==> src/rtl/addr_parity_defs.vh <==
// constants for the external address, lane-select, data and parity pins
// assumes inclusion by bare name from the design files
`ifndef ADDR_PARITY_DEFS_VH
`define ADDR_PARITY_DEFS_VH
`define BUS_WORD_HI        29
`define BUS_INVAL_HI       27
`define BUS_LANES_RESET    4'hf
`define BUS_PHASE_IDLE     2'h0
`define BUS_PHASE_FIRST    2'h1
`define BUS_PHASE_DATA     2'h2
`define BUS_PHASE_CHECK    2'h3
`define BUS_ERR_IDLE       1'h1
`endif

==> src/rtl/bus_pins.v <==
// external address, lane-select, 16-bit data and parity pins of the core bus
// assumes cycle framing (ready, hold) comes from the bus controller logic; the start of a cycle is decided here
//
// Overview of operation
// - everything timed on rising core clock
// - word address plus four lane selects
// - upper address lines accept invalidation addresses
// - address lines released during hold
// - lane selects active low, floated during hold
// - lane selects 0 and 1 qualify one byte each; selects 2 and 3 qualify no byte
// - low byte on bits 7..0
// - write data driven from second clock on
// - parity per lane driven with write data
// - read parity never alters delivered data
// - parity lines driven from second write clock
// - parity error reported clock after ready
module bus_pins (
  // clock and reset
  input  wire        core_clk_in,
  input  wire        rst_in,
  // core request side
  input  wire        req_valid_in,
  output wire        req_ready_out,
  input  wire        req_write_in,
  input  wire [29:0] req_word_in,
  input  wire [3:0]  req_lanes_n_in,
  input  wire [15:0] req_wdata_in,
  // cycle framing from the bus controller logic
  input  wire        ready_n_in,
  input  wire        hold_in,
  // read data to core
  output reg         rd_valid_out,
  output reg  [15:0] rd_data_out,
  // invalidation address to the cache
  input  wire        inval_strobe_in,
  output reg         inval_valid_out,
  output reg  [27:0] inval_word_out,
  // address and lane-select pins
  input  wire [27:0] word_address_lines_in,
  output reg  [29:0] word_address_lines_out,
  output reg         word_address_lines_oe_n_out,
  output reg  [3:0]  lane_select_n_out,
  output reg         lane_select_oe_n_out,
  // data and parity pins
  input  wire [15:0] data_lines_in,
  output reg  [15:0] data_lines_out,
  output reg         data_lines_oe_n_out,
  input  wire        parity_high_lane_in,
  input  wire        parity_low_lane_in,
  output reg         parity_high_lane_out,
  output reg         parity_low_lane_out,
  output reg         parity_oe_n_out,
  // check status
  output reg         parity_error_n_out
);
`include "addr_parity_defs.vh"

  localparam ST_IDLE  = `BUS_PHASE_IDLE;
  localparam ST_FIRST = `BUS_PHASE_FIRST;
  localparam ST_DATA  = `BUS_PHASE_DATA;

  reg  [1:0]  state_q;
  reg  [1:0]  state_d;
  reg         write_q;
  reg  [3:0]  lanes_q;
  reg  [15:0] wdata_q;
  wire        buf_valid;
  wire        buf_take;
  wire [50:0] buf_data;
  wire [1:0]  gen_par;
  wire [1:0]  chk_err;
  wire        ready;

  // lanes 0 and 1 active with a parity error, the two lanes of a 16-bit transfer
  function lanes_hit;
    input [3:0] lanes_n;
    input [1:0] err;
    begin
      lanes_hit = (err[0] & ~lanes_n[0]) | (err[1] & ~lanes_n[1]);
    end
  endfunction

  // a held bus stalls the core, losing no queued request
  skid_buffer #(.WIDTH(51)) u_buf (
    .core_clk_in   (core_clk_in),
    .rst_in        (rst_in),
    .in_valid_in   (req_valid_in),
    .in_ready_out  (req_ready_out),
    .in_data_in    ({req_write_in, req_word_in, req_lanes_n_in, req_wdata_in}),
    .out_valid_out (buf_valid),
    .out_ready_in  (buf_take),
    .out_data_out  (buf_data)
  );

  // parity comes from the latched write word so it lines up with the data launch
  lane_parity u_par_lo (
    .byte_in    (wdata_q[7:0]),
    .parity_in  (parity_low_lane_in),
    .parity_out (gen_par[0]),
    .error_out  ()
  );

  lane_parity u_par_hi (
    .byte_in    (wdata_q[15:8]),
    .parity_in  (parity_high_lane_in),
    .parity_out (gen_par[1]),
    .error_out  ()
  );

  // checkers look at the sampled read bytes
  lane_parity u_chk_lo (
    .byte_in    (data_lines_in[7:0]),
    .parity_in  (parity_low_lane_in),
    .parity_out (),
    .error_out  (chk_err[0])
  );

  lane_parity u_chk_hi (
    .byte_in    (data_lines_in[15:8]),
    .parity_in  (parity_high_lane_in),
    .parity_out (),
    .error_out  (chk_err[1])
  );

  assign ready    = ~ready_n_in;
  assign buf_take = (state_q == ST_IDLE) & ~hold_in;

  always @* begin
    state_d = state_q;
    case (state_q)
      ST_IDLE:  if (buf_valid & ~hold_in) state_d = ST_FIRST;
      ST_FIRST: if (ready) state_d = ST_IDLE; else state_d = ST_DATA;
      ST_DATA:  if (ready) state_d = ST_IDLE;
      default:  state_d = ST_IDLE;
    endcase
  end

  always @(posedge core_clk_in or posedge rst_in) begin
    if (rst_in) begin
      state_q                     <= ST_IDLE;
      write_q                     <= 1'b0;
      lanes_q                     <= `BUS_LANES_RESET;
      wdata_q                     <= 16'h0000;
      rd_valid_out                <= 1'b0;
      rd_data_out                 <= 16'h0000;
      inval_valid_out             <= 1'b0;
      inval_word_out              <= 28'h0000000;
      word_address_lines_out      <= 30'h00000000;
      word_address_lines_oe_n_out <= 1'b1;
      lane_select_n_out           <= `BUS_LANES_RESET;
      lane_select_oe_n_out        <= 1'b1;
      data_lines_out              <= 16'h0000;
      data_lines_oe_n_out         <= 1'b1;
      parity_high_lane_out        <= 1'b0;
      parity_low_lane_out         <= 1'b0;
      parity_oe_n_out             <= 1'b1;
      parity_error_n_out          <= `BUS_ERR_IDLE;
    end else begin
      state_q <= state_d;
      // address and lane selects float whenever the bus is held
      word_address_lines_oe_n_out <= hold_in;
      lane_select_oe_n_out        <= hold_in;
      if (buf_take & buf_valid) begin
        write_q                <= buf_data[50];
        word_address_lines_out <= buf_data[49:20];
        lanes_q                <= buf_data[19:16];
        lane_select_n_out      <= buf_data[19:16];
        wdata_q                <= buf_data[15:0];
      end
      // write data and parity from the second clock to the end of the cycle
      if (state_q == ST_FIRST && write_q && !ready) begin
        data_lines_out      <= wdata_q;
        data_lines_oe_n_out <= 1'b0;
        parity_oe_n_out     <= 1'b0;
      end else if (state_q != ST_DATA || ready) begin
        data_lines_oe_n_out <= 1'b1;
        parity_oe_n_out     <= 1'b1;
      end
      parity_low_lane_out  <= gen_par[0];
      parity_high_lane_out <= gen_par[1];
      // read data passes through untouched by parity
      rd_valid_out <= (state_q != ST_IDLE) & ~write_q & ready;
      if ((state_q != ST_IDLE) & ~write_q & ready)
        rd_data_out <= data_lines_in;
      // status for enabled lanes only, in the clock after ready
      if ((state_q != ST_IDLE) & ~write_q & ready)
        parity_error_n_out <= ~lanes_hit(lanes_q, chk_err);
      else
        parity_error_n_out <= `BUS_ERR_IDLE;
      // snooped address accepted only while hold_in is high
      inval_valid_out <= inval_strobe_in & hold_in;
      if (inval_strobe_in & hold_in)
        inval_word_out <= word_address_lines_in;
    end
  end
endmodule // bus_pins

==> src/rtl/lane_parity.v <==
// even-parity generator and checker for one 8-bit byte lane
// assumes nothing; purely combinational
module lane_parity (
  // lane data and sampled parity
  input  wire [7:0] byte_in,
  input  wire       parity_in,
  // generated parity and check result
  output wire       parity_out,
  output wire       error_out
);
  assign parity_out = ^byte_in;
  assign error_out  = (^byte_in) ^ parity_in;
endmodule // lane_parity

==> src/rtl/skid_buffer.v <==
// two-entry buffer with valid/ready on both sides
// assumes a single clock and async active-high reset
module skid_buffer #(
  parameter WIDTH = 48
) (
  // clock and reset
  input  wire             core_clk_in,
  input  wire             rst_in,
  // fill side
  input  wire             in_valid_in,
  output wire             in_ready_out,
  input  wire [WIDTH-1:0] in_data_in,
  // drain side
  output wire             out_valid_out,
  input  wire             out_ready_in,
  output wire [WIDTH-1:0] out_data_out
);
  reg [WIDTH-1:0] mem_q [0:1];
  reg             wr_q;
  reg             rd_q;
  reg [1:0]       count_q;
  wire            push;
  wire            pop;

  assign in_ready_out  = (count_q != 2'h2);
  assign out_valid_out = (count_q != 2'h0);
  assign out_data_out  = mem_q[rd_q];
  assign push          = in_valid_in & in_ready_out;
  assign pop           = out_valid_out & out_ready_in;

  always @(posedge core_clk_in or posedge rst_in) begin
    if (rst_in) begin
      wr_q    <= 1'b0;
      rd_q    <= 1'b0;
      count_q <= 2'h0;
    end else begin
      if (push)
        wr_q <= ~wr_q;
      if (pop)
        rd_q <= ~rd_q;
      count_q <= count_q + {1'b0, push} - {1'b0, pop};
    end
  end

  // storage has no reset: only valid entries are ever read
  always @(posedge core_clk_in) begin
    if (push)
      mem_q[wr_q] <= in_data_in;
  end
endmodule // skid_buffer

==> config.mk <==
export PLATFORM = sky130hd
export DESIGN_NAME = bus_pins
export DESIGN_NICKNAME = d
export VERILOG_FILES = /design/src/rtl/bus_pins.v /design/src/rtl/lane_parity.v /design/src/rtl/skid_buffer.v
export VERILOG_INCLUDE_DIRS = /design/src /design/src/rtl
export SDC_FILE = /design/constraint.sdc
export NUM_CORES = 1
export LEC_CHECK = 0
export BUFFER_PORTS_ARGS = -buffer_cell sky130_fd_sc_hd__buf_2
export CAP_MARGIN = 10
export CORE_MARGIN = 2
export CORE_UTILIZATION = 35
export CTS_CLUSTER_SIZE = 10
export DETAILED_ROUTE_END_ITERATION = 12
export GPL_TIMING_DRIVEN = 0
export REMOVE_ABC_BUFFERS = 1
export SYNTH_ARGS = -nofsm -noshare
export SYNTH_HDL_FRONTEND = slang
export SYNTH_SLANG_ARGS = --single-unit
==> constraint.sdc <==
create_clock -name core_clk_in -period 3.16 [get_ports core_clk_in]
set_clock_uncertainty 0.2 [all_clocks]
set_input_delay 0 -clock core_clk_in [delete_from_list [all_inputs] [get_ports core_clk_in]]
set_output_delay 0 -clock core_clk_in [all_outputs]
set_load 0.02 [all_outputs]
# After elaboration in Yosys (flattened, before gate mapping)
# Memories as Yosys holds them, arrays and structs flattened. A register that Yosys moved wholly into a read port is not among the register bits.
# Cells that the tools add are included.
[totals] ramBits=102 wordCells=64 output_inout_bits=104 in_bits=103 regBits=73 mem_count=1
[mem_list] memory="u_buf.mem_q" words=2 width=51 read_ports=1 rd_ports_with_merged_regs=1 write_ports=1 line="skid_buffer.v:18" source="reg [WIDTH-1:0] mem_q [0:1];"
[classes] eq_ne=6 muxes=9 bitwise_logic=20 n_reduce_logical=12 addsub=2
[ops] operator="parity 8 bit" count=4
[ops] operator="AND 1 bit" count=9
[ops] operator="NOT 1 bit" count=8
[ops] operator="two-way mux 2 bit" count=3
[ops] operator="inequality test 2 bit, second input constant" count=3
[ops] operator="one-hot mux 2 bit (3 select lines)" count=1
[ops] operator="nonzero test 2 bit" count=3
[ops] operator="two-way mux 1 bit" count=5
[ops] operator="adder 2 x 1 -> 2 bit" count=1
[ops] operator="== test 2 x 1 -> 1 bit, second input constant" count=1
[ops] operator="== test 2 bit, second input constant" count=1
[ops] operator="logical AND 1 bit" count=2
[ops] operator="logical NOT 2 bit" count=1
[ops] operator="inequality test 2 x 1 -> 1 bit, second input constant" count=1
[ops] operator="AND reduction 2 bit" count=1
[ops] operator="subtractor 2 x 1 -> 2 bit" count=1
[ops] operator="XOR 1 bit" count=2
[ops] operator="logical OR 1 bit" count=1
[ops] operator="OR 1 bit" count=1

# Logic depth before layout (Yosys ltp)
# Gate-level depths: netlist of the first run.
[depth] word_depth=6 depth_mapped=9 mapped_depth_nobuf=7

# Cells and area by module
# From an unflattened synthesis of the first run, not the netlist that was laid out.
[unflattened] cells_unflattened=470 area_unflattened_um2=9190.1
[modules_own_cells] mod="bus_pins" area_each_um2=4763.3 cells_each=261 instances=1 seq_area_each_um2=3011.6
[modules_own_cells] mod="skid_buffer" area_each_um2=4091.4 cells_each=177 instances=1 seq_area_each_um2=3163.0
[modules_own_cells] mod="lane_parity" area_each_um2=83.8 cells_each=8 instances=4 seq_area_each_um2=0.0

# Least setup slack after synthesis of the first run
# No wires, ideal clock.
[synth_timing] path_kind="reg2reg" from="register u_buf.count_q[1]" to="memory u_buf.mem_q[0][0] (enable)" slack_ps=-374 setup_time_ps=460 stages_incl_launch_ff=4 path_buffers=0 arrival_ps=2874 period_less_slack_ps=3534 required_time_ps=2500 path_cell_list="dfrtp_1 nand2_1 nand2_1 nor2_1"
[synth_between] elab_chain_cells=4
[synth_rtl] item="start, declared" line="skid_buffer.v:21" source="reg [1:0] count_q;"
[synth_rtl] item="start signal, assigned" line="skid_buffer.v:41" source="count_q <= count_q + {1'b0, push} - {1'b0, pop};"
[synth_rtl] item="inequality test 2 bit" line="skid_buffer.v:25" source="assign in_ready_out = (count_q != 2'h2);"
[synth_rtl] item="named net req_ready_out" line="bus_pins.v:23" source="output wire req_ready_out,"
[synth_rtl] item="AND 1 bit" line="skid_buffer.v:28" source="assign push = in_valid_in & in_ready_out;"
[synth_rtl] item="two-way mux 1 bit" line="skid_buffer.v:47" source="if (push)"
[synth_rtl] item="two-way mux 1 bit (not written as such)" line="skid_buffer.v:48" source="mem_q[wr_q] <= in_data_in;"
[synth_rtl] item="end, declared" line="skid_buffer.v:18"
# The timed path passes the listed nets, and every way through them passes these cells.

# Worst setup path after layout of the first run
[layout_timing] from="register state_q[0]" to="register parity_error_n_out"
[layout_between] elab_chain_cells=4
[layout_rtl] item="start, declared" line="bus_pins.v:62" source="reg [1:0] state_q;"
[layout_rtl] item="start signal, assigned" line="bus_pins.v:159" source="state_q <= state_d;"
[layout_rtl] item="nonzero test 2 bit" line="bus_pins.v:186" source="if ((state_q != ST_IDLE) & ~write_q & ready)"
[layout_rtl] item="AND 1 bit (2 in series)" line="bus_pins.v:186"
[layout_rtl] item="two-way mux 1 bit" line="bus_pins.v:186"
[layout_rtl] item="end signal, assigned" line="bus_pins.v:157" source="parity_error_n_out <= `BUS_ERR_IDLE;"
[layout_rtl] item="end signal, assigned" line="bus_pins.v:187" source="parity_error_n_out <= ~lanes_hit(lanes_q, chk_err);"
[layout_rtl] item="end signal, assigned" line="bus_pins.v:189" source="parity_error_n_out <= `BUS_ERR_IDLE;"
[layout_rtl] item="end, declared" line="bus_pins.v:54" source="output reg parity_error_n_out"
# No other way between the ends.
# A chain may end at the register's enable or synchronous reset.

==> results of run 1 <==
worst min-delay path by stage:
stage          cells after the start                    to  slack (ps)            start
2_1_floorplan                      0  lane_select_oe_n_out        -200          hold_in
3_3_place_gp                       1  lane_select_oe_n_out         -30          hold_in
3_5_place_dp                       2    inval_word_out[16]         -60           rst_in
4_1_cts                            2     u_buf.mem_q[1][2]         0.1  req_wdata_in[2]
5_1_grt                            2     u_buf.mem_q[1][4]           4  req_wdata_in[4]
6_report                           2     u_buf.mem_q[1][4]          20  req_wdata_in[4]
power breakdown:
part           internal [mW]  switching [mW]  total (mW)
clock                   1.61            1.11        2.72
sequential              4.13           0.539        4.67
combinational           1.62            2.10        3.72
stage by stage:
| stage | setup TNS (ps) | setup slack, ps | std cells | utilization [%] |
|---|---|---|---|---|
| finish | 0 | 904 | 1232 | 51.8 |
| global route | 0 | 784 | 1232 | 51.8 |
| CTS | 0 | 891 | 1229 | 51.6 |
| detailed placement | 0 | 988 | 1033 | 42.1 |
| global placement | -486030 | -2690 | 1023 | 41.3 |
| floorplan | -80430 | -1100 | 498 | - |
layout by cell type, fill, tap and decap left out, drive strengths merged:
cell / instances
clkbuf: 48
mux2: 60
nand2: 3
xnor2: 19
mux2i: 53
dfrtp: 117
o21ai: 2
ha: 2
buf: 217
a21oi: 51
inv: 6
nor2: 56
and3: 1
xor3: 2
and3b: 1
xnor3: 2
dlygate4sd3: 150
dfstp: 7
and2: 1
nor2b: 2
edfxtp: 102
nor4: 2
nand4b: 1
xor2: 6
nor3b: 1
a21o: 1
layout make-up:
type | count | share of cell area (%)
sequential | 226 | 50.5
timing repair buffer | 367 | 22.3
multi-input combinational | 266 | 17.4
tap | 319 | 3.26
inverter | 6 | 0.225
clock buffer | 48 | 6.25
kinds of logic after synthesis:
family / synth area share [%]
flip-flops: 72.9
adder cells (fa/ha/maj): 0.296
AO/OA/AOI/OAI: 3.27
XOR/XNOR: 3.68
multiplexers: 14.2
AND/OR/NAND/NOR: 3.61
buffers and inverters: 1.97
sequential cells by signal, summed over array words and instances, names as in the netlist:
register	cells
inval_valid_out	1
lanes_q	4
rd_valid_out	1
data_lines_out	16
u_buf.count_q	2
write_q	1
u_buf.wr_q	1
wdata_q	16
state_q	2
parity_high_lane_out	1
u_buf.rd_q	1
parity_error_n_out	1
u_buf.mem_q	102
word_address_lines_out	30
lane_select_oe_n_out	1
parity_low_lane_out	1
parity_oe_n_out	1
rd_data_out	16
inval_word_out	28
per-layer routing:
layer  vias up  global-route usage (%)  share of wire, %
li1       2623                       -                 -
met4         0                    3.76               2.5
met5         -                       0                 0
met3        32                    4.27               7.4
met1      2605                    17.9                42
met2       188                    26.8                48
worst max-delay path: cells and delay by family, from the launching register on:
kind,cells,cell delay [ps]
buffers and inverters,1,550
flip-flops,1,480
AO/OA/AOI/OAI,2,960
repair_timing:
item / 4_1_cts / 5_1_grt
resized for setup: 0 / 0
hold buffers: 148 / 2
hold endpoints to repair: 330 / 7
setup buffers: 0 / 0
==> impl_metrics.yaml, run 1 <==
critical_path:
  critical_path.max_stage_delay_ps: 820
  worstPathCellList: "o21ai_2 -> a21o_1 -> dlygate4sd3_1"
  arrival_ps: 2520
  worst_setup_path_end_kind: "register"
  critPathCapture: "parity_error_n_out"
  r2r_cells: 3
  cp_data_required_time_ps: 3420
  start_kind: "register"
  cpMaxStageDelayCell: "o21ai_2"
  rrSetupSlack_ps: 900
  critPathLaunch: "state_q[0]"
  reg2reg_from: "state_q[0]"
  crit_type: "register to register"
  rr_endpoint: "parity_error_n_out"
  cp_max_fo: 18
die:
  io_pins: 207
  die_width_um: 160
  dieArea_um2: 25400
  core-area_um2: 23600
  num_rows: 56
  fp.dieH_um: 160
  start_util_pct: 35.9
sta:
  worst_slew_pin_slew_ps: 979
  layout_min_cycle_time_ps: 2260
  relSlewSlack_pct: 34.7
  drv_slew: 0
  setup_viol: 0
  period_share_pct: 71.4
  clock.fmax_ghz: 0.443
  hold_viol_final: 0
  rsz0062_at_grt: "no"
  holdWs_ps: 23.7
clock_tree:
  cts_tree: "yes"
  numCtsBuffers: 26
  clock_sinks: 226
  cts_max_path_buffers: 3
  clkLatencyLatePin_ps: 520
  clk_pin_slew_ps: 60
  htreeDepth: 1
  cts_root_buf: "clkbuf_16"
layout:
  drive_above_1_share_pct: 34.9
  multi_input_area_um2: 2130
  stdcell_area_um2: 12200
  seq_area_um2: 6180
  n_fill_cell: 1970
  n_antenna_cell: 0
  area_delta_synth_final_pct: 44.5
  fin_nets: 998
route:
  via_count: 5448
  drt_iter0_drc: 202
  drt_wl_total_um: 19100
  detail_route.wl_per_cell_um: 15.5
  remaining_drc_errors: 0
  drtAntennaViolNets: 0
  viasPerCell: 4.42
  dr.pass1.iters: 4
flow_run:
  drv_cap: 0
worst_hold_path:
  min_path_type: "primary input to register"
power:
  p_leak_nw: 5.21
  cellPowerDensity_nw_per_um2: 909
  finalPower_mw: 11.1
  max-vdd-ir-drop_v: 0.000602
place:
  dp_hpwl_um: 11100
  port_buffers: 206
  place_congestion: 0.715
  dpl_cell_area_um2: 9940
synthesis:
  netlist_instances: 524
  synth_seq_cells: 226
  yosys.cell_types.count: 29
  ys_top_cells_by_area: "edfxtp_1 36%, dfrtp_1 35%, mux2_2 8.0%, mux2i_1 6.3%, a21oi_1 3.0%"
  synthArstFlopShare_pct: 54.9
  synth_top_cell_by_area: "edfxtp_1"
  synth_common_cells: "117 x dfrtp_1, 102 x edfxtp_1, 60 x mux2_2"
  synth.most_common_cell: "dfrtp_1"
  synth.avg_cell_area_um2: 16.2
  yosys.area.top_type_share_pct: 36.2
  ys_seq_area_share_pct: 72.9
  synth-edff-count: 102
  synthFlopType: "dfrtp_1"
  synth_area_um2: 8470
  yosysWarnings: 0
grt:
  grt_pass1_vias: 5924
  grt_pass1_wl_um: 31200
  grt_usage_pct: 15.0
  overflow: 0
  antenna_found_initial: 0
  grt_max_degree: 67
outcome:
  status: "finished, final reports clean"
(Power assumes the default switching activity.)
==> run 2, diff against run 1 <==
clock period = 1.9 ns   (was 3.16 ns; I/O delays follow)
==> run 2 against run 1 <==
Compared with the run above: sequential share of layout area is 0.62 points lower; critical path depth unchanged; utilization increased by 0.68 points; clock power grew 67%; global-route usage rose by 0.28 points; combinational power increased by 76%; final area increased by 1.3%; wire length rose by 3.1%; via count increased by 1.8%; die area is the same.
==> impl_metrics.yaml, run 2 (synthesized netlist as in run 1, its figures left out) <==
outcome:
  status: "finished, final reports clean"
sta:
  drv_slew: 0
  hold_viol_final: 0
  holdWs_ps: 21.5
  setup_viol: 0
  period_share_pct: 97.2
  clock.fmax_ghz: 0.542
  setup_ws_ps: 53.9
  layout_min_cycle_time_ps: 1850
  worst_slew_pin_slew_ps: 628
  relSlewSlack_pct: 58.0
  setup-tns-final_ps: 0
  rsz0062_at_grt: "yes"
critical_path:
  cp_data_required_time_ps: 2100
  worst_setup_path_end_kind: "register"
  arrival_ps: 2050
  crit_type: "register to register"
  start_kind: "register"
  cp_max_fo: 18
route:
  detail_route.wl_per_cell_um: 15.9
  viasPerCell: 4.46
  remaining_drc_errors: 0
  via_count: 5547
  dr.pass1.iters: 4
  drt_iter0_drc: 214
  drt_wl_total_um: 19700
  drtAntennaViolNets: 0
place:
  dp_hpwl_um: 11100
  port_buffers: 206
  dpl_cell_area_um2: 9940
  post-place-ws_ps: -272
  place_inst: 1033
  place_congestion: 0.715
clock_tree:
  clk_pin_slew_ps: 60
  cts_tree: "yes"
  cts_root_buf: "clkbuf_16"
  htreeDepth: 1
  numCtsBuffers: 26
  clock_sinks: 226
  cts_max_path_buffers: 3
  clkLatencyLatePin_ps: 520
grt:
  grt_usage_pct: 15.3
  grt_max_degree: 67
  overflow: 0
  antenna_found_initial: 0
  met3_usage_pct: 4.25
  grtUsageMet1_pct: 18.3
  use_met2_pct: 27.4
  grt_pass1_wl_um: 31700
  grt.busiest_layer: "met2"
  grt_pass1_vias: 5971
layout:
  fin_nets: 1009
  drive_above_1_share_pct: 36.8
  seq_area_um2: 6180
  layout_commonest_cell: "buf_2"
  n_fill_cell: 1943
  stdcell_count: 1243
  multi_input_area_um2: 2200
  regMostFlops: "u_buf.mem_q"
  n_antenna_cell: 0
  fin_util_pct: 52.5
  area_delta_synth_final_pct: 46.3
  stdcell_area_um2: 12400
  final_cell_mix: "206 x buf_2, 150 x dlygate4sd3_1, 113 x dfrtp_1"
  largest_register_ffs: 102
  reg.largest.list: "u_buf.mem_q x102, word_address_lines_out x30, inval_word_out x28"
die:
  num_rows: 56
  dieArea_um2: 25400
  die_width_um: 160
  fp.dieH_um: 160
  core-area_um2: 23600
  io_pins: 207
  start_util_pct: 35.9
power:
  cellPowerDensity_nw_per_um2: 1520
  finalPower_mw: 18.9
  p_leak_nw: 5.27
  max-vdd-ir-drop_v: 0.000949
flow_run:
  drv_cap: 0
worst_hold_path:
  min_path_type: "primary input to register"
-- run 2: cell count changes in the layout (fill, tap and decap cells not counted), sizes merged --
cell / change
buf: +10
nor2: +1
-- run 2: layout make-up --
cell class,count,area share [%]
Timing Repair Buffer,377,22.8
Sequential cell,226,49.9
Multi-Input combinational cell,267,17.7
Tap cell,319,3.22
Clock buffer,48,6.17
Inverter,6,0.222
-- run 2: what timing repair did --
item | CTS | global route
setup buffers | 7 | 5
pin swaps | 1 | 5
resized for setup | 7 | 11
endpoints found under the setup margin | 124 | 30
cloned | 1 | 0
hold buffers | 148 | 2
hold endpoints to repair | 322 | 7
-- run 2: worst paths after layout --
kind,end,slack (ps),start,cells past startpoint
worst max-delay path,rd_data_out[15],50,state_q[0],3
worst min register to register,inval_word_out[18],300,inval_word_out[18],1
max in group asynchronous,lanes_q[3],190,rst_in,5
worst max register to register,rd_data_out[15],50,state_q[0],3
worst min-delay path,u_buf.mem_q[1][4],20,req_wdata_in[4],2
min in group asynchronous,inval_word_out[16],530,rst_in,4
-- run 2: power by group --
group | switching, mW | internal [mW]
combinational | 3.64 | 2.92
sequential | 0.917 | 6.87
clock | 1.86 | 2.67
total | 6.41 | 12.5
-- run 2: per-layer routing --
metal	wire length [um]	vias up
met5	0	-
met4	495	0
met3	1400	35
met2	9700	190
met1	8120	2673
li1	-	2649
-- run 2: worst max-delay path: stages, from the launching register on --
cell	delay, ps
dfrtp_2	440
buf_4	160
o21ai_4	520
mux2_2	410
